**src/design/rtc_read_pkg.sv**
```systemverilog
// Purpose: Shared constants and types for the serial read engine
// Assumes: Byte-wide storage behind a 16-bit word address
// Notes:   Slave identifiers are the seven bits ahead of the direction bit
package rtc_read_pkg;

  // Slave identifiers, direction bit excluded
  localparam logic [6:0]  ID_ARRAY   = 7'h57;
  localparam logic [6:0]  ID_CTRL    = 7'h6F;

  // Counter and bit-count values
  localparam logic [15:0] ADDR_RESET = 16'h0000;
  localparam logic [15:0] ADDR_LAST  = 16'hFFFF;
  localparam logic [15:0] ADDR_STEP  = 16'h0001;
  localparam logic [3:0]  BYTE_BITS  = 4'h8;
  localparam logic [3:0]  BIT_STEP   = 4'h1;

  // Bus engine states
  typedef enum logic [2:0] {
    ST_IDLE,
    ST_DEV,
    ST_DACK,
    ST_WADR,
    ST_WACK,
    ST_TX,
    ST_RACK,
    ST_WSTOP
  } bus_state_e;

  // Read request towards the storage
  typedef struct packed {
    logic        ctlSpace;
    logic [15:0] addr;
  } rd_req_s;

endpackage

```
**src/design/rtc_serial_read_engine.sv**
```systemverilog
// Purpose: Read side of the two-wire slave port (array and clock_control_space)
// Assumes: scl and sdaIn synchronous to clk_sys, many clocks per bus bit
// Notes:   rdData must be valid for memReq one clock after memReq changes
`timescale 1ns/1ps
module rtc_serial_read_engine (
  // Clock and reset
  input  wire logic                    clk_sys,
  input  wire logic                    rst_b,
  // Serial bus, open-drain data
  input  wire logic                    scl,
  input  wire logic                    sdaIn,
  output logic                         sdaOut,
  output logic                         sdaOe,
  // Storage read port
  output rtc_read_pkg::rd_req_s        memReq,
  input  wire logic [7:0]              rdData
);

  rtc_read_pkg::bus_state_e st_r;
  logic        sclPrev_r;
  logic        sdaPrev_r;
  logic [3:0]  bitCnt_r;
  logic [7:0]  shift_r;
  logic [15:0] addrCnt_r;
  logic [15:0] pendAddr_r;
  logic        havePend_r;
  logic        spaceCtl_r;
  logic        readDir_r;
  logic        wIdx_r;
  logic        ackd_r;
  logic        oe_r;

  // Bus event decode; start and stop only while scl holds high
  wire         startSeen = scl & sclPrev_r & sdaPrev_r & ~sdaIn;
  wire         stopSeen  = scl & sclPrev_r & ~sdaPrev_r & sdaIn;
  wire         sclRise   = scl & ~sclPrev_r;
  wire         sclFall   = ~scl & sclPrev_r;
  wire         byteFull  = (bitCnt_r == rtc_read_pkg::BYTE_BITS);
  wire [7:0]   shiftIn   = {shift_r[6:0], sdaIn};
  wire         isArray   = (shift_r[7:1] == rtc_read_pkg::ID_ARRAY);
  wire         isCtl     = (shift_r[7:1] == rtc_read_pkg::ID_CTRL);
  wire         isRead    = shift_r[0];
  // A read after a dummy write and repeated start must name the same space
  wire         spaceOk   = ~havePend_r | ~isRead | (isCtl == spaceCtl_r);
  wire         idOk      = (isArray | isCtl) & spaceOk;
  wire         devDecide = sclFall & (st_r == rtc_read_pkg::ST_DEV) & byteFull;
  // Loading a data byte happens after the read ack or after a master ack
  wire         txLoad    = sclFall & (((st_r == rtc_read_pkg::ST_DACK) & readDir_r)
                           | ((st_r == rtc_read_pkg::ST_RACK) & ~ackd_r));
  wire [15:0]  addrInc   = addrCnt_r + rtc_read_pkg::ADDR_STEP;

  // Outputs straight from flops; line is only ever pulled low
  assign sdaOe  = oe_r;
  assign memReq = '{ctlSpace: spaceCtl_r, addr: addrCnt_r};

  // Edge history of the bus pins
  always_ff @(posedge clk_sys) begin
    if (!rst_b) begin
      sclPrev_r <= 1'b1;
      sdaPrev_r <= 1'b1;
      sdaOut    <= 1'b0;
    end else begin
      sclPrev_r <= scl;
      sdaPrev_r <= sdaIn;
      sdaOut    <= 1'b0;
    end
  end

  // Main bus engine; start and stop override every state
  always_ff @(posedge clk_sys) begin
    if (!rst_b) begin
      st_r       <= rtc_read_pkg::ST_IDLE;
      bitCnt_r   <= 4'h0;
      shift_r    <= 8'h00;
      addrCnt_r  <= rtc_read_pkg::ADDR_RESET;
      pendAddr_r <= rtc_read_pkg::ADDR_RESET;
      havePend_r <= 1'b0;
      spaceCtl_r <= 1'b0;
      wIdx_r     <= 1'b0;
      ackd_r     <= 1'b1;
      oe_r       <= 1'b0;
      readDir_r  <= 1'b0;
    end else if (startSeen) begin
      st_r     <= rtc_read_pkg::ST_DEV;
      bitCnt_r <= 4'h0;
      oe_r     <= 1'b0;
      if (havePend_r) begin
        addrCnt_r <= pendAddr_r;
      end
    end else if (stopSeen) begin
      st_r       <= rtc_read_pkg::ST_IDLE;
      oe_r       <= 1'b0;
      havePend_r <= 1'b0;
      if (havePend_r) begin
        addrCnt_r <= pendAddr_r;
      end
    end else begin
      unique case (st_r)
        rtc_read_pkg::ST_IDLE, rtc_read_pkg::ST_WSTOP: begin
          oe_r <= 1'b0;
        end
        rtc_read_pkg::ST_DEV, rtc_read_pkg::ST_WADR: begin
          if (sclRise && !byteFull) begin
            shift_r  <= shiftIn;
            bitCnt_r <= bitCnt_r + rtc_read_pkg::BIT_STEP;
          end else if (devDecide) begin
            // Pending address was taken at the repeated start; keeping it would
            // let the closing stop undo the counter advance of the read
            havePend_r <= 1'b0;
            readDir_r  <= isRead;
            if (idOk) begin
              st_r       <= rtc_read_pkg::ST_DACK;
              oe_r       <= 1'b1;
              spaceCtl_r <= isCtl;
            end else begin
              st_r <= rtc_read_pkg::ST_IDLE;
            end
          end else if (sclFall && byteFull) begin
            st_r <= rtc_read_pkg::ST_WACK;
            oe_r <= 1'b1;
            if (wIdx_r) begin
              pendAddr_r[7:0]  <= shift_r;
            end else begin
              pendAddr_r[15:8] <= shift_r;
            end
          end
        end
        rtc_read_pkg::ST_DACK: begin
          if (sclFall && !readDir_r) begin
            st_r     <= rtc_read_pkg::ST_WADR;
            oe_r     <= 1'b0;
            bitCnt_r <= 4'h0;
            wIdx_r   <= 1'b0;
          end
        end
        rtc_read_pkg::ST_WACK: begin
          if (sclFall) begin
            oe_r     <= 1'b0;
            bitCnt_r <= 4'h0;
            wIdx_r   <= 1'b1;
            // Second byte completes the word address; later bytes get no ack until start or stop
            if (wIdx_r) begin
              st_r       <= rtc_read_pkg::ST_WSTOP;
              havePend_r <= 1'b1;
            end else begin
              st_r <= rtc_read_pkg::ST_WADR;
            end
          end
        end
        rtc_read_pkg::ST_TX: begin
          if (sclFall) begin
            if (byteFull) begin
              st_r   <= rtc_read_pkg::ST_RACK;
              oe_r   <= 1'b0;
              ackd_r <= 1'b1;
            end else begin
              shift_r  <= {shift_r[6:0], 1'b0};
              oe_r     <= ~shift_r[6];
              bitCnt_r <= bitCnt_r + rtc_read_pkg::BIT_STEP;
            end
          end
        end
        rtc_read_pkg::ST_RACK: begin
          if (sclRise) begin
            ackd_r <= sdaIn;
          end else if (sclFall && ackd_r) begin
            st_r <= rtc_read_pkg::ST_WSTOP;
          end
        end
      endcase
      // First data bit is driven on the same fall that ends the ack slot
      if (txLoad) begin
        st_r      <= rtc_read_pkg::ST_TX;
        shift_r   <= rdData;
        oe_r      <= ~rdData[7];
        bitCnt_r  <= rtc_read_pkg::BIT_STEP;
        addrCnt_r <= addrInc;
      end
    end
  end
endmodule // rtc_serial_read_engine

```
**config.mk**
```make
export PLATFORM = sky130hd
export DESIGN_NAME = rtc_serial_read_engine
export DESIGN_NICKNAME = d
export VERILOG_FILES = /design/src/design/rtc_read_pkg.sv /design/src/design/rtc_serial_read_engine.sv
export SDC_FILE = /design/constraint.sdc
export NUM_CORES = 1
export LEC_CHECK = 0
export ABC_AREA = 1
export BUFFER_PORTS_ARGS = -buffer_cell sky130_fd_sc_hd__clkbuf_2
export CAP_MARGIN = 30
export CORE_AREA = 2 2 115 117
export DETAILED_ROUTE_END_ITERATION = 6
export DIE_AREA = 0 0 117 119
export GPL_TIMING_DRIVEN = 0
export PLACE_DENSITY = 0.43
export SLEW_MARGIN = 0
export SYNTH_ARGS = -nofsm -noshare
export SYNTH_HDL_FRONTEND = slang
export SYNTH_SLANG_ARGS = --single-unit
```
**constraint.sdc**
```tcl
create_clock -name clk_sys -period 3.4 [get_ports clk_sys]
set_clock_uncertainty 0.05 [all_clocks]
set_input_delay 0.34 -clock clk_sys [delete_from_list [all_inputs] [get_ports clk_sys]]
set_output_delay 0.34 -clock clk_sys [all_outputs]
set_load 0.02 [all_outputs]
```
==> summary.md, run 1 <==
| Metric | Value |
|---|---|
| Hold buffer count at cts | 0 |
| Max VDD drop | 261.6 uV |
| Vias in the first global route | 3179 |
| Count leader, synth | nand2_1 |
| I/O pins | 31 |
| Setup Viol. Count Final | 0 |
| Reg clk slew, reported paths | 0.08 ns |
| Syn_area_per_cell | 6.266 um^2 |
| Remaining DRCs | 0 |
| Final hold violations | 0 |
| FP Rows | 42 |
| FMAX | 0.5063 GHz |
| CTS tree | done |
| Post-synth cell types | 31 |
| First-pass GRT wire length | 16.46 mm |
| Hold depth | 3 |
| Initial drt markers | 334 |
| WP data required | 3.59 ns |
| Port Buf Inserts | 28 |
| Chip Height | 119 um |
| Post-CTS Setup Inserts | 0 |
| Mapped Cells | 520 |
| Worst r2r src | bitCnt_r[0] |
| Post-synth top area share | 0.3379 |
| Final worst-path setup slack | 1.425 ns |
| Sink Count | 55 |
| Total grt overflow | 0 |
| Placed cell count | 724 |
| WP data arrival | 2.16 ns |
| Cell area after synthesis | 0.003258 mm^2 |
| Placed Instance Area | 0.003618 mm^2 |
| Antenna Nets Post-Route | 0 |
| Root Buffer | clkbuf_16 |
| Critical path type | reg -> reg |
| Initial antenna violation count | 0 |
| Cts bufs inserted | 5 |
| All-Layer GR Usage | 0.1507 |
| DP HPWL | 7.623 mm |
| Number of fill cells | 1446 |
| Top cell type by total area after synthesis | dfxtp_1 |
| H-tree depth | 2 |
| Tmin final | 1.975 ns |
| Worst slew margin | 0.5875 |
| Ant diodes | 0 |
| Pin slew with the least headroom to its limit | 0.6187 ns |
| Post-synth EDFFs | 0 |
| WHS Endpoint | sclPrev_r |
| Syn-to-layout area delta | 15.67% |
| Finished Layout Cells | 732 |
| Unrepaired setup endpoints after global routing | false |
| Pre-CTS WS | 1.450 ns |
| Routability-driven placement congestion ratio | 0.9010 |
| Total of max-cap violations | 0 |
| Die area | 0.01392 mm^2 |
| Hold_sp | scl |
| CP Launch Type | register |
| Starting Density | 0.2531 |
| Fin crit share | 0.5809 |
| Async set or reset register ratio after synthesis | 0 |
| Chip width | 117 um |
| Synth Register Bits | 55 |
| DRT Pass-1 Iters | 5 |
| Hold crit path type | in -> reg |
| Layout cells sized above 1 | 0.1259 |
| R2R Path End | pendAddr_r[14] |
| Fin Setup TNS | 0 ns |
| Mapped Nets | 535 |
| Clock buffer depth | 2 |
| R2R Setup Slk | 1.43 ns |
| Slew Limit Fails | 0 |
| Commonest cells in the netlist | nand2_1, nor2_1, a21oi_1 |
| Routed vias | 3407 |
| Cell count of the worst reg-to-reg path | 11 |
| Pwr dens | 534.4 mW/mm^2 |
| Nets | 570 |
| Overall power | 2014 uW |
| Post-synth top flop | dfxtp_1 |
| Status | completed |
| CP Capture Type | register |
| Lkg Pwr | 0.001717 uW |
| Largest net degree at the start of global routing | 20 |
| Worst-path fanout max | 10 |
| Routed WL per cell | 13.85 um |
| Total Wirelength | 10.14 mm |
| Core ar. | 0.01287 mm^2 |
| Post-route cell area | 0.003769 mm^2 |
| Vias/cell | 4.654 |
| Synth area leaders | dfxtp_1, nand2_1, a21oi_1 |
| Seq/Total Area, Yosys | 0.3379 |
| Yosys warns | 0 |
| Resize count post-CTS | 0 |
| Clock latency reported for the late side of the worst-skew pair | 0.30 ns |
[layout by cell type, fill, tap and decap left out, drive strengths merged]
cell type	synthesis	layout
buf	11	11
nand2	129	129
nor2	78	78
o22ai	1	1
o211ai	4	4
o21ai	57	57
a21boi	1	1
conb	1	1
nor3	3	3
dfxtp	55	55
inv	57	59
clkbuf	9	42
nand4	8	8
o21a	1	1
nand3b	1	1
xor2	5	5
a31oi	1	1
clkinvlp	0	1
ha	3	3
a21oi	58	58
nand3	37	37
[state kept, by name, summed over array words and instances (netlist names)]
| name | cells |
|---|---|
| havePend_r | 1 |
| addrCnt_r | 16 |
| bitCnt_r | 4 |
| shift_r | 8 |
| wIdx_r | 1 |
| pendAddr_r | 16 |
| st_r | 3 |
| sclPrev_r | 1 |
| readDir_r | 1 |
| sdaOe | 1 |
| spaceCtl_r | 1 |
| ackd_r | 1 |
| sdaPrev_r | 1 |
[worst max-delay path, stage by stage (launching register included)]
cell and delay (ns):
dfxtp_1 0.34, inv_1 0.08, ha_1 0.17, nand2_1 0.06
nor2_1 0.26, nand2_2 0.10, nor2_2 0.18, nand2_1 0.12
nor2_4 0.20, buf_6 0.16, o21ai_1 0.06, a21oi_1 0.13
[where the power goes]
group | internal, uW | switching, uW | leakage [uW]
clock | 280 | 269 | 0.0000708
sequential | 732 | 82.4 | 0.000448
combinational | 210 | 440 | 0.00120
[through the flow]
step                utilization  hold slack, ns
finish                   0.2927          0.2508
global route             0.2927          0.2630
CTS                      0.2927          0.2535
detailed placement       0.2811          0.4265
global placement         0.2811          0.4245
floorplan                     -          0.3825
[worst max-delay path by stage]
| stage | start | to | slack, ns | cells past startpoint |
|---|---|---|---|---|
| 2_1_floorplan | addrCnt_r[0] | addrCnt_r[14] | 1.78 | 8 |
| 3_3_place_gp | bitCnt_r[0] | pendAddr_r[14] | 1.43 | 11 |
| 3_5_place_dp | bitCnt_r[0] | pendAddr_r[14] | 1.45 | 11 |
| 4_1_cts | bitCnt_r[0] | pendAddr_r[14] | 1.44 | 11 |
| 5_1_grt | bitCnt_r[0] | pendAddr_r[14] | 1.29 | 11 |
| 6_report | bitCnt_r[0] | pendAddr_r[14] | 1.43 | 11 |
[layer usage]
metal,share of wire,track usage
met1,0.49,0.2140
met2,0.44,0.2337
met3,0.049,0.02545
met4,0.019,0.04265
met5,0,0
[layout make-up]
class / count / area, um^2 / area share
inverter: 57 / 214.0 / 0.05677
tap: 176 / 220.2 / 0.05843
clock inverter: 3 / 25.02 / 0.006640
multi-input combinational: 388 / 1832 / 0.4861
timing repair buffer: 28 / 140.1 / 0.03718
clock buffer: 5 / 125.1 / 0.03320
sequential: 55 / 1101 / 0.2922
buffer: 20 / 111.4 / 0.02955
[kinds of logic (layout without fill, tap and decap cells)]
kind of cell / after synthesis / after routing / share of synthesized area
flip-flops: 55 / 55 / 0.3379
AO/OA/AOI/OAI: 123 / 123 / 0.1978
buffers and inverters: 77 / 113 / 0.09984
adder cells (fa/ha/maj): 3 / 3 / 0.01152
AND/OR/NAND/NOR: 256 / 256 / 0.3383
XOR/XNOR: 5 / 5 / 0.01344
other: 1 / 1 / 0.001151
(Power assumes the default switching activity.)
==> inputs of run 2 (changes only) <==
--- a/config.mk
+++ b/config.mk
@@ -5,14 +5,14 @@
 export SDC_FILE = /design/constraint.sdc
 export NUM_CORES = 1
 export LEC_CHECK = 0
-export ABC_AREA = 1
+export ABC_AREA = 0
 export BUFFER_PORTS_ARGS = -buffer_cell sky130_fd_sc_hd__clkbuf_2
 export CAP_MARGIN = 30
-export CORE_AREA = 2 2 115 117
+export CORE_AREA = 2 2 112 114
 export DETAILED_ROUTE_END_ITERATION = 6
-export DIE_AREA = 0 0 117 119
+export DIE_AREA = 0 0 114 116
 export GPL_TIMING_DRIVEN = 0
-export PLACE_DENSITY = 0.43
+export PLACE_DENSITY = 0.44
 export SLEW_MARGIN = 0
 export SYNTH_ARGS = -nofsm -noshare
 export SYNTH_HDL_FRONTEND = slang
==> constraint.sdc (replaced) <==
create_clock -name clk_sys -period 1.6 [get_ports clk_sys]
set_clock_uncertainty 0.05 [all_clocks]
set_input_delay 0.16 -clock clk_sys [delete_from_list [all_inputs] [get_ports clk_sys]]
set_output_delay 0.16 -clock clk_sys [all_outputs]
set_load 0.02 [all_outputs]
==> summary.md, run 2 <==
| Metric | Value |
|---|---|
| Reg clk slew, reported paths | 0.08 ns (about the same) |
| Status | complete, but fails checks |
| Antenna Nets Post-Route | 0 (unchanged) |
| Mapped Nets | 392 (-27%) |
| Most common cell after layout, fill and taps aside | dfxtp_1 |
| Layout cells sized above 1 | 0.4759 (+0.3500) |
| FP Rows | 40 (-4.8%) |
| Worst-path fanout max | 5 (-5) |
| Most frequent cells in the layout | dfxtp_1, nand2_1, buf_4 |
| DP HPWL | 6.676 mm (-12%) |
| Hold buffer count at cts | 0 (unchanged) |
| Unrepaired setup endpoints after global routing | true |
| Cell area after synthesis | 0.003065 mm^2 (-5.9%) |
| Remaining DRCs | 0 (unchanged) |
| DRT Pass-1 Iters | 4 (-1) |
| Placed cell count | 553 (-24%) |
| Pre-CTS WS | -0.5607 ns (-2.011 ns) |
| Mapped Cells | 377 (-28%) |
| Clock buffer depth | 2 (unchanged) |
| Core ar. | 0.01191 mm^2 (-7.5%) |
| Fin Setup TNS | -8.517 ns (-8.517 ns) |
| Routability-driven placement congestion ratio | 0.8675 (-3.7%) |
| Synth Register Bits | 55 (unchanged) |
| Tmin final | 1.900 ns (-0.07477 ns) |
| Vias/cell | 5.207 (+12%) |
| Fin crit share | 1.188 (+0.6067) |
| Overall power | 2861 uW (+42%) |
| Top flop regs | addrCnt_r: 16 flops, pendAddr_r: 16 flops, shift_r: 8 flops |
| Slew Limit Fails | 0 (unchanged) |
| Final hold violations | 0 (unchanged) |
| Total Wirelength | 10.24 mm (+0.96%) |
| CTS tree | done |
| Slowest cell on crit path | dfxtp_2 |
| Post-synth top flop | dfxtp_1 |
| Max VDD drop | 563.4 uV (+120%) |
| Post-synth cell types | 61 (+97%) |
| CP bufs+invs | 4 (+2) |
| Syn-to-layout area delta | 47.59% |
| Pwr dens | 632.3 mW/mm^2 (+18%) |
| Vias in the first global route | 3013 (-5.2%) |
| Initial drt markers | 170 (-49%) |
| Worst path max stage delay | 0.34 ns (about the same) |
| Total grt overflow | 0 (unchanged) |
| Syn_area_per_cell | 8.131 um^2 (+30%) |
| Final worst-path setup slack | -0.3002 ns (-1.725 ns) |
| CP Capture Type | register |
| First-pass GRT wire length | 16.27 mm (-1.1%) |
| Most used cell, CP | buf_6 |
| FMAX | 0.5263 GHz (+3.9%) |
| Count leader, synth | nand2_1 |
| Post-synth top area share | 0.3592 (+0.02124) |
| Chip width | 114 um (-2.6%) |
| Pin slew with the least headroom to its limit | 0.7601 ns (+0.1414 ns) |
| Failing checks | setup timing |
| All-Layer GR Usage | 0.1551 (+0.004418) |
| Root Buffer | clkbuf_16 |
| Routed WL per cell | 16.98 um (+23%) |
| Post-synth EDFFs | 0 (unchanged) |
| Setup Viol. Count Final | 47 (+47) |
| Cts bufs inserted | 5 (unchanged) |
| Total of max-cap violations | 0 (unchanged) |
| R2R Setup Slk | -0.30 ns (-1.73 ns) |
| Nets | 470 (-18%) |
| Port Buf Inserts | 29 (+3.6%) |
| Yosys warns | 0 (unchanged) |
| H-tree depth | 2 (unchanged) |
| Cell family with most CP delay | buffers and inverters |
| Initial antenna violation count | 0 (unchanged) |
| Lkg Pwr | 0.001638 uW (-4.6%) |
| Worst slew margin | 0.4933 (-0.09428) |
| WP data required | 1.78 ns (-1.81 ns) |
| Die area | 0.01322 mm^2 (-5.0%) |
| Starting Density | 0.2574 (+0.004292) |
| Routed vias | 3140 (-7.8%) |
| Critical path type | reg -> reg |
| I/O pins | 31 (unchanged) |
| Hold crit path type | in -> reg |
| CP Launch Type | register |
| Commonest cells in the netlist | nand2_1, dfxtp_1, o21ai_0 |
| Largest net degree at the start of global routing | 19 (-5.0%) |
| Chip Height | 116 um (-2.5%) |
| Async set or reset register ratio after synthesis | 0 (unchanged) |
| Top cell type by total area after synthesis | dfxtp_1 |
| Ant diodes | 0 (unchanged) |
| Seq/Total Area, Yosys | 0.3592 (+0.02124) |
| Sink Count | 55 (unchanged) |
| Synth area leaders | dfxtp_1, nand2_1, mux2_2 |
| Clock latency reported for the late side of the worst-skew pair | 0.30 ns (about the same) |
| WP data arrival | 2.08 ns (-0.08 ns) |
| Critical-path cell list | inv_2 -> ha_4 -> and3b_2 -> a2bb2oi_4 -> buf_6 -> a311oi_4 -> buf_6 -> buf_6 -> nand3_2 -> o21ai_1 |
| Finished Layout Cells | 603 (-18%) |
-- run 2: cell types whose count changed after synthesis, moves of 6 or more --
cell / before / now
nand2b_1: 0 / 13
nor3_1: 3 / 13
inv_2: 6 / 0
nand3_1: 35 / 21
inv_1: 51 / 6
nand2_1: 123 / 58
o21ai_0: 51 / 27
a21boi_0: 0 / 19
mux2_2: 0 / 13
a21oi_1: 58 / 18
clkbuf_1: 9 / 15
nor2_1: 71 / 17
-- run 2: path summary, 6_finish.rpt --
| path | cells past startpoint | from | endpoint |
|---|---|---|---|
| worst max register to register | 10 | bitCnt_r[0] | shift_r[7] |
| worst max-delay path | 10 | bitCnt_r[0] | shift_r[7] |
| worst min register to register | 2 | pendAddr_r[4] | pendAddr_r[4] |
| worst min-delay path | 4 | rdData[1] | shift_r[1] |
-- run 2: tightest hold or removal path, cell delays in order --
cell and delay [ns]:
clkbuf_2 0.07, mux2_2 0.14, nand3_2 0.07, o21ai_2 0.05
-- run 2: metal layers --
metal  track usage  part of all wire  up-vias
li1              -                 -     1535
met1        0.2200              0.48     1521
met2        0.2567              0.47       75
met3       0.01726             0.041        9
met4       0.02927            0.0058        0
met5             0                 0        -
-- run 2: logic make-up (layout without fill, tap and decap cells) --
family                     Yosys count  count (layout)  share of synthesized area
adders and majority gates            3               3                    0.01225
AOI/OAI and AO/OA                   99              99                     0.2237
other                                1               1                   0.001223
buffers and inverters               33             111                    0.04979
muxes                               16              16                    0.05755
and+or+nand+nor                    163             164                     0.2763
xor gates and xnor gates             7               7                    0.02000
DFF                                 55              55                     0.3592
-- run 2: what timing repair did --
item                                    CTS  global route
gates resized for setup                 117            67
endpoints found under the setup margin   51            52
setup buffers                            49            13
gates cloned                              6             1
pin swaps                                46            36
-- run 2: where the power goes --
group | total, uW | switching [uW] | internal (uW) | leakage, uW
clock network | 1230 | 543 | 683 | 0.0000786
logic | 241 | 142 | 99.4 | 0.00111
registers | 1390 | 20.1 | 1370 | 0.000451
-- run 2: area by class of cell --
| class | instances | area [um^2] |
|---|---|---|
| sequential | 55 | 1132 |
| tap | 147 | 183.9 |
| inverter | 6 | 22.52 |
| timing repair buffer | 73 | 568.0 |
| buffer | 24 | 185.2 |
| clock buffer | 6 | 150.1 |
| multi-input combinational | 290 | 2266 |
| fill | 1227 | 7387 |
| clock inverter | 2 | 16.27 |
-- run 2: stage by stage --
stage                     area (um^2)    util  hold WS [ns]
after floorplan                  3114       -        0.2114
after global placement           3443  0.2891        0.4016
after detailed placement         3443  0.2891        0.4055
after CTS                        4229  0.3550        0.1466
after global routing             4524  0.3798        0.1881
final                            4524  0.3798        0.1746
